## src/rtl/ispj_pkg.sv

```systemverilog
package ispj_pkg;

  // Serial instruction bytes.
  localparam logic [7:0] OPC_UNLOCK_B1  = 8'hAC;
  localparam logic [7:0] OPC_UNLOCK_B2  = 8'h53;
  localparam logic [7:0] OPC_ERASE_B2   = 8'h80;
  localparam logic [7:0] OPC_POLL       = 8'hF0;
  localparam logic [7:0] OPC_EXT_ADDR   = 8'h4D;
  localparam logic [7:0] OPC_LOAD_LO    = 8'h40;
  localparam logic [7:0] OPC_LOAD_HI    = 8'h48;
  localparam logic [7:0] OPC_EE_LOAD    = 8'hC1;
  localparam logic [7:0] OPC_READ_LO    = 8'h20;
  localparam logic [7:0] OPC_READ_HI    = 8'h28;
  localparam logic [7:0] OPC_COMMIT     = 8'h4C;
  localparam logic [7:0] OPC_EE_COMMIT  = 8'hC2;
  localparam logic [7:0] OPC_FUSE_RD_A  = 8'h50;
  localparam logic [7:0] OPC_FUSE_RD_B  = 8'h58;
  localparam logic [7:0] OPC_FUSE_SEL_0 = 8'h00;
  localparam logic [7:0] OPC_FUSE_SEL_8 = 8'h08;
  localparam logic [7:0] OPC_FUSE_WR_LO = 8'hA0;
  localparam logic [7:0] OPC_FUSE_WR_HI = 8'hA8;
  localparam logic [7:0] OPC_FUSE_WR_EX = 8'hA4;

  // Test port.
  localparam int         IR_W           = 4;
  localparam logic [3:0] IR_RESET_CHAIN = 4'hC;
  localparam logic [3:0] IR_UNLOCK      = 4'h4;
  localparam logic [3:0] IR_COMMAND     = 4'h5;
  localparam logic [3:0] IR_PAGELOAD    = 4'h6;
  localparam logic [3:0] IR_BYPASS      = 4'hF;
  localparam logic [3:0] IR_CAPTURE_VAL = 4'h1;
  localparam logic [15:0] UNLOCK_SIG    = 16'hA370;
  localparam int         CMD_W          = 15;
  localparam int         PAGE_BITS      = 1024;
  localparam logic [2:0] BYTE_LAST_BIT  = 3'h7;

  // Chip clocks of external reset before the disable bit drops.
  localparam logic [1:0] JTD_CLR_CLKS   = 2'h2;
  // High fuse bit that enables the test port when programmed (0).
  localparam int         JTAG_FUSE_BIT  = 6;

  // Register map, byte addresses.
  localparam logic [3:0] REG_CTRL       = 4'h0;
  localparam logic [3:0] REG_STATUS     = 4'h4;
  localparam logic [3:0] REG_FUSE       = 4'h8;
  localparam int         CTRL_JTD       = 0;
  localparam int         ST_PEND        = 0;
  localparam int         ST_SPI_UNL     = 1;
  localparam int         ST_JTAG_PROG   = 2;
  localparam int         ST_CORE_RST    = 3;

  typedef enum logic [3:0] {
    OP_NONE, OP_ERASE, OP_EXT_ADDR, OP_LOAD_LO, OP_LOAD_HI, OP_EE_LOAD,
    OP_READ_LO, OP_READ_HI, OP_COMMIT, OP_EE_COMMIT, OP_JTAG_CMD,
    OP_PAGE_BYTE
  } ispj_op_t;

  typedef struct packed {
    logic        valid;
    ispj_op_t    op;
    logic [15:0] addr;
    logic [7:0]  data;
  } ispj_mem_cmd_t;

  typedef enum logic [15:0] {
    TS_TLR  = 16'h0001, TS_RTI  = 16'h0002, TS_SELD = 16'h0004,
    TS_CAPD = 16'h0008, TS_SHD  = 16'h0010, TS_EX1D = 16'h0020,
    TS_PAUD = 16'h0040, TS_EX2D = 16'h0080, TS_UPDD = 16'h0100,
    TS_SELI = 16'h0200, TS_CAPI = 16'h0400, TS_SHI  = 16'h0800,
    TS_EX1I = 16'h1000, TS_PAUI = 16'h2000, TS_EX2I = 16'h4000,
    TS_UPDI = 16'h8000
  } ispj_tap_t;

endpackage

```

## src/rtl/ispj_prog_if.sv

```systemverilog
// How it works
// RULE1 - Bytes AC 80 erase flash and EEPROM; last two bytes are zero.
// RULE2 - Poll F0 returns busy in bit 0; programmer waits for zero.
// RULE3 - Byte 4D loads extended address from the third byte.
// RULE4 - Bytes 40 and 48 load low and high page data bytes.
// RULE5 - Programmer loads the low byte before the high byte per word.
// RULE6 - Byte C1 loads one EEPROM page byte, address in third byte.
// RULE7 - Bytes 20 and 28 read program memory; data in fourth byte.
// RULE8 - Byte 4C commits the flash page; page from bytes two and three.
// RULE9 - Byte C2 commits the EEPROM page buffer at given address.
// RULE10 - Fuse reads 50 00, 58 08, 50 08 return value in byte four.
// RULE11 - Fuse writes AC A0, A8, A4 take new value from byte four.
// RULE12 - Fuse bits read 0 programmed, 1 unprogrammed; unused stay 1.
// RULE13 - Disable bit clears two chip clocks after external reset low.
// RULE14 - Every test shift register moves its least significant bit first.
// RULE15 - Four-bit instruction register; Run-Test/Idle drives internal clocks.
// RULE16 - Code C selects one-bit reset chain; the TAP is not reset.
// RULE17 - Device stays reset while the chain holds one, unlatched.
// RULE18 - Code 4 selects unlock register, compared on Update-DR.
// RULE19 - Code 5 command register: capture result, shift, apply on update.
// RULE20 - Each Run-Test/Idle under command code gives one internal clock.
// RULE21 - Code 6 streams page bytes from an eight-bit shifter.
// RULE22 - Programmer streams pages only when first in the scan chain.
// RULE23 - Serial unlock echoes second byte during the third byte.
// RULE24 - Unlock pattern A370 hex; unlock state cleared on reset.
// RULE25 - Serial decoder ignores all but unlock until unlocked.
//
// The implementer's own choices: the register addresses and register access over Avalon-MM.
`timescale 1ns/1ps

module ispj_prog_if
  import ispj_pkg::*;
#(
  parameter logic [7:0] FUSE_LOW_RST  = 8'hFF,
  parameter logic [7:0] FUSE_HIGH_RST = 8'hBF,
  parameter logic [7:0] FUSE_EXT_RST  = 8'hFF,
  parameter int         PAGE_BYTES    = PAGE_BITS / 8
) (
  input  wire logic          MCLK,
  input  wire logic          NRST,
  input  wire logic          EXT_RESET_N,
  input  wire logic          SCK,
  input  wire logic          MOSI,
  output logic               MISO,
  input  wire logic          TCK,
  input  wire logic          TMS,
  input  wire logic          TDI,
  output logic               TDO,
  output logic               TDO_OE,
  input  wire logic [3:0]    AVS_ADDRESS,
  input  wire logic          AVS_READ,
  input  wire logic          AVS_WRITE,
  input  wire logic [31:0]   AVS_WRITEDATA,
  output logic [31:0]        AVS_READDATA,
  output logic               AVS_WAITREQUEST,
  output ispj_mem_cmd_t      MEM_CMD,
  input  wire logic [7:0]    MEM_RDATA,
  input  wire logic          MEM_BUSY,
  output logic               CORE_RESET,
  output logic               PROG_MODE
);

  localparam int PIDX_W = $clog2(PAGE_BYTES);

  logic [1:0]        sck_s, mosi_s, rstp_s, tck_s, tms_s, tdi_s;
  logic              sck_d, tck_d;
  logic              sck_rise, sck_fall, tck_rise, tck_fall, spi_active;
  logic [31:0]       spi_sh_r, spi_nxt;
  logic [4:0]        bit_cnt_r;
  logic [7:0]        tx_r;
  logic              byte_end, word_end, byte3_end, rd_wait_r, unl_r;
  logic [7:0]        fuse_lo_r, fuse_hi_r, fuse_ex_r;
  ispj_mem_cmd_t     spi_cmd, jtag_cmd, mem_cmd_r;
  logic              jtd_r, ctrl_wr, wait_r;
  logic [1:0]        jtd_cnt_r;
  logic [31:0]       rdata_r;
  ispj_tap_t         tap_r;
  logic              tap_en;
  logic [IR_W-1:0]   ir_r, ir_sh_r;
  logic              byp_r, rst_chain_r, jprog_r, tdo_r, tdo_oe_r;
  logic [15:0]       unl_sh_r;
  logic [CMD_W-1:0]  cmd_sh_r, cmd_app_r;
  logic [7:0]        pl_sh_r;
  logic [2:0]        pl_cnt_r;
  logic [PIDX_W-1:0] pl_idx_r;
  logic              core_rst_r;
  logic              prog_mode_r;

  function automatic ispj_tap_t tap_next(ispj_tap_t s, logic tms);
    case (s)
      TS_TLR:  tap_next = tms ? TS_TLR  : TS_RTI;
      TS_RTI:  tap_next = tms ? TS_SELD : TS_RTI;
      TS_SELD: tap_next = tms ? TS_SELI : TS_CAPD;
      TS_CAPD: tap_next = tms ? TS_EX1D : TS_SHD;
      TS_SHD:  tap_next = tms ? TS_EX1D : TS_SHD;
      TS_EX1D: tap_next = tms ? TS_UPDD : TS_PAUD;
      TS_PAUD: tap_next = tms ? TS_EX2D : TS_PAUD;
      TS_EX2D: tap_next = tms ? TS_UPDD : TS_SHD;
      TS_UPDD: tap_next = tms ? TS_SELD : TS_RTI;
      TS_SELI: tap_next = tms ? TS_TLR  : TS_CAPI;
      TS_CAPI: tap_next = tms ? TS_EX1I : TS_SHI;
      TS_SHI:  tap_next = tms ? TS_EX1I : TS_SHI;
      TS_EX1I: tap_next = tms ? TS_UPDI : TS_PAUI;
      TS_PAUI: tap_next = tms ? TS_EX2I : TS_PAUI;
      TS_EX2I: tap_next = tms ? TS_UPDI : TS_SHI;
      TS_UPDI: tap_next = tms ? TS_SELD : TS_RTI;
      default: tap_next = TS_TLR;
    endcase
  endfunction

  // Every serial, test and reset pin crosses two flip-flops; a third stage finds the SCK and TCK edges.
  always_ff @(posedge MCLK or negedge NRST) begin
    if (!NRST) begin
      sck_s  <= 2'h0;
      mosi_s <= 2'h0;
      rstp_s <= 2'h3;
      tck_s  <= 2'h0;
      tms_s  <= 2'h3;
      tdi_s  <= 2'h0;
      sck_d  <= 1'b0;
      tck_d  <= 1'b0;
    end else begin
      sck_s  <= {sck_s[0], SCK};
      mosi_s <= {mosi_s[0], MOSI};
      rstp_s <= {rstp_s[0], EXT_RESET_N};
      tck_s  <= {tck_s[0], TCK};
      tms_s  <= {tms_s[0], TMS};
      tdi_s  <= {tdi_s[0], TDI};
      sck_d  <= sck_s[1];
      tck_d  <= tck_s[1];
    end
  end

  assign sck_rise   = sck_s[1] & ~sck_d;
  assign sck_fall   = ~sck_s[1] & sck_d;
  assign tck_rise   = tck_s[1] & ~tck_d;
  assign tck_fall   = ~tck_s[1] & tck_d;
  assign spi_active = ~rstp_s[1];
  assign spi_nxt    = {spi_sh_r[30:0], mosi_s[1]};
  assign byte_end   = sck_rise && (bit_cnt_r[2:0] == BYTE_LAST_BIT);
  assign word_end   = byte_end && (bit_cnt_r[4:3] == 2'h3);
  assign byte3_end  = byte_end && (bit_cnt_r[4:3] == 2'h2);

  // Serial input is sampled on SCK rise, most significant bit first.
  always_ff @(posedge MCLK or negedge NRST) begin
    if (!NRST) begin
      spi_sh_r  <= 32'h0000_0000;
      bit_cnt_r <= 5'h00;
    end else if (!spi_active) begin
      spi_sh_r  <= 32'h0000_0000;
      bit_cnt_r <= 5'h00;
    end else if (sck_rise) begin
      spi_sh_r  <= spi_nxt;
      bit_cnt_r <= bit_cnt_r + 5'h01;
    end
  end

  // Unlock lives only while external reset is held low.
  always_ff @(posedge MCLK or negedge NRST) begin
    if (!NRST) begin
      unl_r <= 1'b0;
    end else if (!spi_active) begin
      unl_r <= 1'b0;
    end else if (word_end && spi_nxt[31:24] == OPC_UNLOCK_B1
                 && spi_nxt[23:16] == OPC_UNLOCK_B2) begin
      unl_r <= 1'b1;
    end
  end

  // Reply byte: echo by default, read data in the fourth byte.
  always_ff @(posedge MCLK or negedge NRST) begin
    if (!NRST) begin
      tx_r      <= 8'h00;
      MISO      <= 1'b0;
      rd_wait_r <= 1'b0;
    end else begin
      rd_wait_r <= 1'b0;
      if (rd_wait_r) begin
        tx_r <= MEM_RDATA;
      end else if (byte3_end && unl_r) begin
        // RULE2 busy in bit 0
        if (spi_nxt[23:16] == OPC_POLL) begin
          tx_r <= {7'h00, MEM_BUSY};
        // RULE10 fuse read select
        end else if (spi_nxt[23:16] == OPC_FUSE_RD_A
                     && spi_nxt[15:8] == OPC_FUSE_SEL_0) begin
          tx_r <= fuse_lo_r;
        end else if (spi_nxt[23:16] == OPC_FUSE_RD_B
                     && spi_nxt[15:8] == OPC_FUSE_SEL_8) begin
          tx_r <= fuse_hi_r;
        end else if (spi_nxt[23:16] == OPC_FUSE_RD_A
                     && spi_nxt[15:8] == OPC_FUSE_SEL_8) begin
          tx_r <= fuse_ex_r;
        end else begin
          tx_r      <= spi_nxt[7:0];
          rd_wait_r <= (spi_nxt[23:16] == OPC_READ_LO)
                    || (spi_nxt[23:16] == OPC_READ_HI);
        end
      // RULE23 echo previous byte
      end else if (byte_end) begin
        tx_r <= spi_nxt[7:0];
      end else if (sck_fall) begin
        MISO <= tx_r[7];
        tx_r <= {tx_r[6:0], 1'b0};
      end
    end
  end

  // RULE25 gate on unlock
  always_comb begin
    spi_cmd = '0;
    if (word_end && unl_r) begin
      spi_cmd.addr = spi_nxt[23:8];
      spi_cmd.data = spi_nxt[7:0];
      case (spi_nxt[31:24])
        // RULE1 chip erase
        OPC_UNLOCK_B1: begin
          spi_cmd.valid = (spi_nxt[23:16] == OPC_ERASE_B2);
          spi_cmd.op    = OP_ERASE;
        end
        // RULE3 extended address
        OPC_EXT_ADDR: begin
          spi_cmd = '{1'b1, OP_EXT_ADDR, 16'h0000, spi_nxt[15:8]};
        end
        // RULE4 page data load
        OPC_LOAD_LO: begin
          spi_cmd.valid = 1'b1;
          spi_cmd.op    = OP_LOAD_LO;
        end
        OPC_LOAD_HI: begin
          spi_cmd.valid = 1'b1;
          spi_cmd.op    = OP_LOAD_HI;
        end
        // RULE6 EEPROM page byte
        OPC_EE_LOAD: begin
          spi_cmd.valid = 1'b1;
          spi_cmd.op    = OP_EE_LOAD;
          spi_cmd.addr  = {8'h00, spi_nxt[15:8]};
        end
        // RULE8 page number extract
        OPC_COMMIT: begin
          spi_cmd.valid = 1'b1;
          spi_cmd.op    = OP_COMMIT;
          spi_cmd.addr  = {9'h000, spi_nxt[20:16], spi_nxt[15:14]};
        end
        // RULE9 EEPROM page commit
        OPC_EE_COMMIT: begin
          spi_cmd.valid = 1'b1;
          spi_cmd.op    = OP_EE_COMMIT;
        end
        default: spi_cmd = '0;
      endcase
    // RULE7 read at third byte
    end else if (byte3_end && unl_r && (spi_nxt[23:16] == OPC_READ_LO
                 || spi_nxt[23:16] == OPC_READ_HI)) begin
      spi_cmd.valid = 1'b1;
      spi_cmd.op    = (spi_nxt[23:16] == OPC_READ_HI) ? OP_READ_HI
                                                      : OP_READ_LO;
      spi_cmd.addr  = spi_nxt[15:0];
    end
  end

  // RULE11 fuse writes
  // RULE12 reset unprogrammed except high fuse bit 6
  always_ff @(posedge MCLK or negedge NRST) begin
    if (!NRST) begin
      fuse_lo_r <= FUSE_LOW_RST;
      fuse_hi_r <= FUSE_HIGH_RST;
      fuse_ex_r <= FUSE_EXT_RST;
    end else if (word_end && unl_r
                 && spi_nxt[31:24] == OPC_UNLOCK_B1) begin
      if (spi_nxt[23:16] == OPC_FUSE_WR_LO) begin
        fuse_lo_r <= spi_nxt[7:0];
      end else if (spi_nxt[23:16] == OPC_FUSE_WR_HI) begin
        fuse_hi_r <= spi_nxt[7:0];
      end else if (spi_nxt[23:16] == OPC_FUSE_WR_EX) begin
        fuse_ex_r <= spi_nxt[7:0];
      end
    end
  end

  // The serial side wins a same-cycle clash; both hosts at once is misuse.
  always_ff @(posedge MCLK or negedge NRST) begin
    if (!NRST) begin
      mem_cmd_r <= '0;
    end else if (spi_cmd.valid) begin
      mem_cmd_r <= spi_cmd;
    end else begin
      mem_cmd_r <= jtag_cmd;
    end
  end

  // Avalon slave: one wait cycle, answer on the second edge.
  assign ctrl_wr = AVS_WRITE && !wait_r && (AVS_ADDRESS == REG_CTRL);

  always_ff @(posedge MCLK or negedge NRST) begin
    if (!NRST) begin
      wait_r  <= 1'b1;
      rdata_r <= 32'h0000_0000;
    end else begin
      wait_r <= !((AVS_READ || AVS_WRITE) && wait_r);
      if (AVS_READ && wait_r) begin
        if (AVS_ADDRESS == REG_CTRL) begin
          rdata_r <= {31'h0000_0000, jtd_r};
        end else if (AVS_ADDRESS == REG_STATUS) begin
          rdata_r <= {28'h000_0000, core_rst_r, jprog_r, unl_r, MEM_BUSY};
        end else if (AVS_ADDRESS == REG_FUSE) begin
          rdata_r <= {8'h00, fuse_ex_r, fuse_hi_r, fuse_lo_r};
        end else begin
          rdata_r <= 32'h0000_0000;
        end
      end
    end
  end

  // RULE13 disable bit auto-clear
  always_ff @(posedge MCLK or negedge NRST) begin
    if (!NRST) begin
      jtd_r     <= 1'b0;
      jtd_cnt_r <= 2'h0;
    end else if (ctrl_wr) begin
      jtd_r     <= AVS_WRITEDATA[CTRL_JTD];
      jtd_cnt_r <= 2'h0;
    end else if (jtd_r && spi_active) begin
      jtd_cnt_r <= jtd_cnt_r + 2'h1;
      if (jtd_cnt_r == JTD_CLR_CLKS - 2'h1) begin
        jtd_r <= 1'b0;
      end
    end else begin
      jtd_cnt_r <= 2'h0;
    end
  end

  assign tap_en = !jtd_r && !fuse_hi_r[JTAG_FUSE_BIT];

  // RULE16 TAP kept apart from the reset chain
  always_ff @(posedge MCLK or negedge NRST) begin
    if (!NRST) begin
      tap_r <= TS_TLR;
    end else if (!tap_en) begin
      tap_r <= TS_TLR;
    end else if (tck_rise) begin
      tap_r <= tap_next(tap_r, tms_s[1]);
    end
  end

  // RULE14 shift right, LSB first
  // RULE15 four-bit instruction register
  always_ff @(posedge MCLK or negedge NRST) begin
    if (!NRST) begin
      ir_r    <= IR_BYPASS;
      ir_sh_r <= IR_BYPASS;
    end else if (tap_r == TS_TLR) begin
      ir_r <= IR_BYPASS;
    end else if (tck_rise) begin
      if (tap_r == TS_CAPI) begin
        ir_sh_r <= IR_CAPTURE_VAL;
      end else if (tap_r == TS_SHI) begin
        ir_sh_r <= {tdi_s[1], ir_sh_r[IR_W-1:1]};
      end else if (tap_r == TS_UPDI) begin
        ir_r <= ir_sh_r;
      end
    end
  end

  // Data registers; Update-DR of the unlock chain sets programming mode.
  always_ff @(posedge MCLK or negedge NRST) begin
    if (!NRST) begin
      byp_r       <= 1'b0;
      rst_chain_r <= 1'b0;
      unl_sh_r    <= 16'h0000;
      jprog_r     <= 1'b0;
      cmd_sh_r    <= '0;
      cmd_app_r   <= '0;
    end else if (tck_rise) begin
      if (tap_r == TS_SHD) begin
        byp_r <= tdi_s[1];
        // RULE17 chain value unlatched
        if (ir_r == IR_RESET_CHAIN) begin
          rst_chain_r <= tdi_s[1];
        end
        if (ir_r == IR_UNLOCK) begin
          unl_sh_r <= {tdi_s[1], unl_sh_r[15:1]};
        end
        if (ir_r == IR_COMMAND) begin
          cmd_sh_r <= {tdi_s[1], cmd_sh_r[CMD_W-1:1]};
        end
      end
      // RULE19 capture previous result
      if (tap_r == TS_CAPD && ir_r == IR_COMMAND) begin
        cmd_sh_r <= {7'h00, MEM_RDATA};
      end
      if (tap_r == TS_UPDD && ir_r == IR_COMMAND) begin
        cmd_app_r <= cmd_sh_r;
      end
      // RULE18 compare on update
      // RULE24 fixed signature
      if (tap_r == TS_UPDD && ir_r == IR_UNLOCK) begin
        jprog_r <= (unl_sh_r == UNLOCK_SIG);
      end
    end
  end

  // RULE21 byte-wise page stream
  always_ff @(posedge MCLK or negedge NRST) begin
    if (!NRST) begin
      pl_sh_r  <= 8'h00;
      pl_cnt_r <= 3'h0;
      pl_idx_r <= '0;
    end else if (tck_rise && ir_r == IR_PAGELOAD) begin
      if (tap_r == TS_CAPD) begin
        pl_cnt_r <= 3'h0;
        pl_idx_r <= '0;
      end else if (tap_r == TS_SHD) begin
        pl_sh_r  <= {tdi_s[1], pl_sh_r[7:1]};
        pl_cnt_r <= pl_cnt_r + 3'h1;
        if (pl_cnt_r == BYTE_LAST_BIT) begin
          pl_idx_r <= pl_idx_r + 1'b1;
        end
      end
    end
  end

  always_comb begin
    jtag_cmd = '0;
    // RULE20 one clock per idle cycle
    if (tck_rise && jprog_r && tap_r == TS_RTI && ir_r == IR_COMMAND) begin
      jtag_cmd = '{1'b1, OP_JTAG_CMD, {1'b0, cmd_app_r}, 8'h00};
    end else if (tck_rise && jprog_r && tap_r == TS_SHD
                 && ir_r == IR_PAGELOAD && pl_cnt_r == BYTE_LAST_BIT) begin
      jtag_cmd.valid = 1'b1;
      jtag_cmd.op    = OP_PAGE_BYTE;
      jtag_cmd.addr  = 16'(pl_idx_r);
      jtag_cmd.data  = {tdi_s[1], pl_sh_r[7:1]};
    end
  end

  // TDO changes on the falling TCK edge so the far end samples it stable.
  always_ff @(posedge MCLK or negedge NRST) begin
    if (!NRST) begin
      tdo_r    <= 1'b0;
      tdo_oe_r <= 1'b0;
    end else if (tck_fall) begin
      tdo_oe_r <= (tap_r == TS_SHD) || (tap_r == TS_SHI);
      if (tap_r == TS_SHI) begin
        tdo_r <= ir_sh_r[0];
      end else if (ir_r == IR_RESET_CHAIN) begin
        tdo_r <= rst_chain_r;
      end else if (ir_r == IR_UNLOCK) begin
        tdo_r <= unl_sh_r[0];
      end else if (ir_r == IR_COMMAND) begin
        tdo_r <= cmd_sh_r[0];
      end else if (ir_r == IR_PAGELOAD) begin
        tdo_r <= pl_sh_r[0];
      end else begin
        tdo_r <= byp_r;
      end
    end
  end

  always_ff @(posedge MCLK or negedge NRST) begin
    if (!NRST) begin
      core_rst_r <= 1'b1;
    end else begin
      core_rst_r <= rst_chain_r || spi_active;
    end
  end

  always_ff @(posedge MCLK or negedge NRST) begin
    if (!NRST) begin
      prog_mode_r <= 1'b0;
    end else begin
      prog_mode_r <= jprog_r || unl_r;
    end
  end

  assign TDO             = tdo_r;
  assign TDO_OE          = tdo_oe_r;
  assign AVS_READDATA    = rdata_r;
  assign AVS_WAITREQUEST = wait_r;
  assign MEM_CMD         = mem_cmd_r;
  assign CORE_RESET      = core_rst_r;
  assign PROG_MODE       = prog_mode_r;
endmodule

```

## config.mk

```make
export PLATFORM = sky130hd
export DESIGN_NAME = ispj_prog_if
export DESIGN_NICKNAME = d
export VERILOG_FILES = /design/src/rtl/ispj_pkg.sv /design/src/rtl/ispj_prog_if.sv
export SDC_FILE = /design/constraint.sdc
export NUM_CORES = 1
export LEC_CHECK = 0
export ABC_AREA = 1
export BUFFER_PORTS_ARGS = -buffer_cell sky130_fd_sc_hd__buf_2
export CAP_MARGIN = 20
export CELL_PAD_IN_SITES_DETAIL_PLACEMENT = 0
export CELL_PAD_IN_SITES_GLOBAL_PLACEMENT = 2
export CORE_MARGIN = 4
export CORE_UTILIZATION = 36
export CTS_BUF_LIST = sky130_fd_sc_hd__clkbuf_4 sky130_fd_sc_hd__clkbuf_8
export CTS_CLUSTER_DIAMETER = 60
export DETAILED_ROUTE_END_ITERATION = 12
export HOLD_SLACK_MARGIN = 0.02
export PLACE_DENSITY = 0.8
export SLEW_MARGIN = 20
export SYNTH_ARGS = -nofsm -noshare
export SYNTH_HDL_FRONTEND = slang
export SYNTH_SLANG_ARGS = --single-unit
```

## constraint.sdc

```tcl
create_clock -name MCLK -period 2.7 [get_ports MCLK]
set_clock_uncertainty 0.2 [all_clocks]
set_input_delay 0 -clock MCLK [delete_from_list [all_inputs] [get_ports MCLK]]
set_output_delay 0 -clock MCLK [all_outputs]
set_load 0.05 [all_outputs]
```

==> results_dict.tcl <==
set metrics [dict create \
    min_to "tx_r[0]" \
    slew_headroom 0.510 \
    place.gp.congestion 0.820 \
    hpwlAfterDp_mm 22.7 \
    rr_startpoint "spi_sh_r[15]" \
    placementRows 64 \
    detail-route-antenna-nets 0 \
    drt_first_pass_iters 5 \
    cts_buffer_depth 3 \
    globalRouteMet2Util 0.312 \
    synthesis.area_sq_um 11300 \
    h-tree-depth 2 \
    power_switching_mw 2.01 \
    boundaryPins 122 \
    layout_commonest_cell "nand2_1" \
    synth.distinct_cells 42 \
    yosysSeqAreaShare 0.529 \
    min_from "MEM_RDATA[0]" \
    p_int_mw 5.98 \
    layout_min_cycle_time_ns 2.61 \
    p_sw_frac 0.252 \
    cp.required_ns 2.98 \
    syn_avg_cell_area_sq_um 8.16 \
    io_buffer_count 82 \
    critPathKind "primary input to register" \
    nNetsFinal 1598 \
    max_freq_ghz 0.383 \
    postCtsSetupRepairBufs 0 \
    die_w_um 185 \
    cp_max_fo 4 \
    rr_endpoint "MEM_CMD[20]" \
    cts_buffers 44 \
    wirelength_mm 31.7 \
    power_density_nw_per_um2 586 \
    grt_antenna_before_repair 0 \
    arrival_ns 2.89 \
    finalHoldViolations 0 \
    cts_tree "built" \
    grt_busiest_layer "met2" \
    remaining_drc_errors 0 \
    die-area_sq_um 34300 \
    cts_root_buf "clkbuf_8" \
    peakVddDrop_mv 0.353 \
    crit_path_start_kind "primary input" \
    vias_per_cell 4.83 \
    finalCritPeriodShare 0.966 \
    gr-total-overflow 0 \
    ys.warnings.count 0 \
    synth-async-reset-ratio 1.00 \
    holdCritPathClass "primary input to register" \
    p_leak_nw 6.69 \
    clkSinkCount 237 \
    grt.total_usage 0.188 \
    met1_usage 0.257 \
    ys.flop_type "dfrtp_1" \
    placedCellCount 1848 \
    ff2ff_path_depth 8 \
    synth_top_family_by_area "simple AND/OR/NAND/NOR gates" \
    placed_area_sq_um 12200 \
    fin_ws_ns 0.0913 \
    drive_gt1_frac 0.176 \
    place_ws_ns 0.171 \
    diodes 0 \
    seq_power_share 0.463 \
    netlist_instances 1384 \
    grt_pass1_wl_mm 51.3 \
    grt.met3_usage 0.0285 \
    fin_util 0.443 \
    cp-end-kind "register" \
    design_area_sq_um 13600 \
    tns_ns 0 \
    maxSlewViolCount 0 \
    cts.clk_slew.worst_paths_ns 0.06 \
    synth-simple-area-share 0.241 \
    power_mw 7.99 \
    grt_pass1_vias 9405 \
    combPwrFrac 0.078 \
    synthToLayoutAreaGrowth_pct 20.7 \
    hold_depth 4 \
    grt_start_max_net_pins 68 \
    most-common-layout-cells "365 x nand2_1, 199 x dfrtp_1, 171 x inv_1, 171 x o21ai_0, 122 x nor2_1" \
    core_sq_um 30700 \
    synth-edff-count 0 \
    die_y_um 185 \
    synth-seq-cells 237 \
    wl_per_cell_um 16.1 \
    drt-initial-drc-count 659 \
    status "finished clean" \
    tightest_slew_ns 0.734 \
    max_cap_violations 0 \
    synthAdderAreaFrac 0.00665 \
    start_util 0.367 \
    hold_slack_ns 0.0902 \
    yosys.area_share.xor_xnor 0.00388 \
    synth-compound-area-share 0.134 \
    r2r_slack_ns 0.20 \
    fin_cells 1967 \
    fillers 3110 \
    setup_viol 0 \
    clkPwrFrac 0.458 \
    clkLatencyLatePin_ns 0.56 \
    dr_total_vias 9491 \
    synthMuxAreaShare 0.00798 \
]
## power by group through the flow
stage / Clock (mW) / Combinational [mW] / Sequential (mW)
after floorplan: 0 / 0.327 / 3.78
after global placement: 0 / 0.578 / 3.76
after detailed placement: 0 / 0.580 / 3.76
after CTS: 3.80 / 0.635 / 3.70
after global routing: 3.97 / 0.707 / 3.71
final: 3.66 / 0.625 / 3.70
## cell families (layout without fill, tap and decap cells)
| kind of cell | after synthesis | after routing |
|---|---|---|
| AND/OR/NAND/NOR | 639 | 639 |
| AO/OA/AOI/OAI | 267 | 267 |
| flip-flops | 237 | 237 |
| buffers and inverters | 221 | 401 |
| multiplexers | 8 | 8 |
| adder cells (fa/ha/maj) | 6 | 6 |
| XOR/XNOR | 5 | 5 |
| other | 1 | 8 |
## layer usage
layer | share of wire | vias to the layer above
li1 | - | 4790
met4 | 0.020 | 0
met5 | 0 | -
met1 | 0.47 | 4485
met2 | 0.47 | 160
met3 | 0.036 | 56
## timing repair
item / 4_1_cts / 5_1_grt
hold endpoints to repair: 270 / 0
hold buffers: 40 / 0
endpoints found under the setup margin: 0 / 3
resized for setup: 0 / 6
## how the worst max path moves through the flow
stage,start,to,slack (ns),cells after the start
floorplan,bit_cnt_r[0],MEM_CMD[10],0.52,13
global placement,bit_cnt_r[0],MEM_CMD[3],0.21,11
detailed placement,bit_cnt_r[0],MEM_CMD[3],0.17,11
CTS,AVS_ADDRESS[3],AVS_READDATA[0],0.06,12
global route,AVS_ADDRESS[3],jtd_r,-0.005,12
finish,AVS_ADDRESS[3],jtd_r,0.09,12
## registers in the layout (all words and copies together), names as in the netlist, 3 cells and up
name	count
spi_sh_r	31
MEM_CMD	29
AVS_READDATA	24
tap_r	16
unl_sh_r	16
cmd_app_r	15
cmd_sh_r	15
fuse_ex_r	8
fuse_hi_r	8
fuse_lo_r	8
pl_sh_r	8
tx_r	8
pl_idx_r	7
bit_cnt_r	5
ir_r	4
ir_sh_r	4
pl_cnt_r	3
## synth_stat cells, types with 8 or more instances
cell        n  area (sq um)
buf_2       9          45.0
o31ai_1    12          90.1
inv_1     171           642
nand4_1     9          56.3
o21ai_2     8          70.1
nand2_1   365          1370
mux2_2      8          90.1
o21ai_0   171           856
buf_4       8          60.1
o211ai_1   15           113
nor3_1     27           135
nor2_1    125           469
dfstp_2    38           998
a21oi_1    18          90.1
dfrtp_1   199          4980
a22oi_1     9          67.6
clkbuf_1   32           120
o22ai_1    21           131
nand3_1    78           390
## layout make-up
cell class,instances,area (sq um),area share
multi-input combinational,933,4500,0.330
tap,396,495,0.0363
timing repair buffer,149,1060,0.0780
inverter,172,646,0.0473
sequential,237,5980,0.438
clock inverter,3,27.5,0.00202
clock buffer,77,928,0.0681
## critical path, cell delays in order
cell and delay, ns:
dlygate4sd3_1 0.53, buf_2 0.13, inv_1 0.04, nand2_1 0.07
nor2_2 0.11, nand2_1 0.06, dlygate4sd3_1 0.60, nor2_4 0.14
nand2_1 0.06, dlygate4sd3_1 0.55, o21ai_0 0.06, dlygate4sd3_1 0.55
Power figures use the tool's default switching activity.
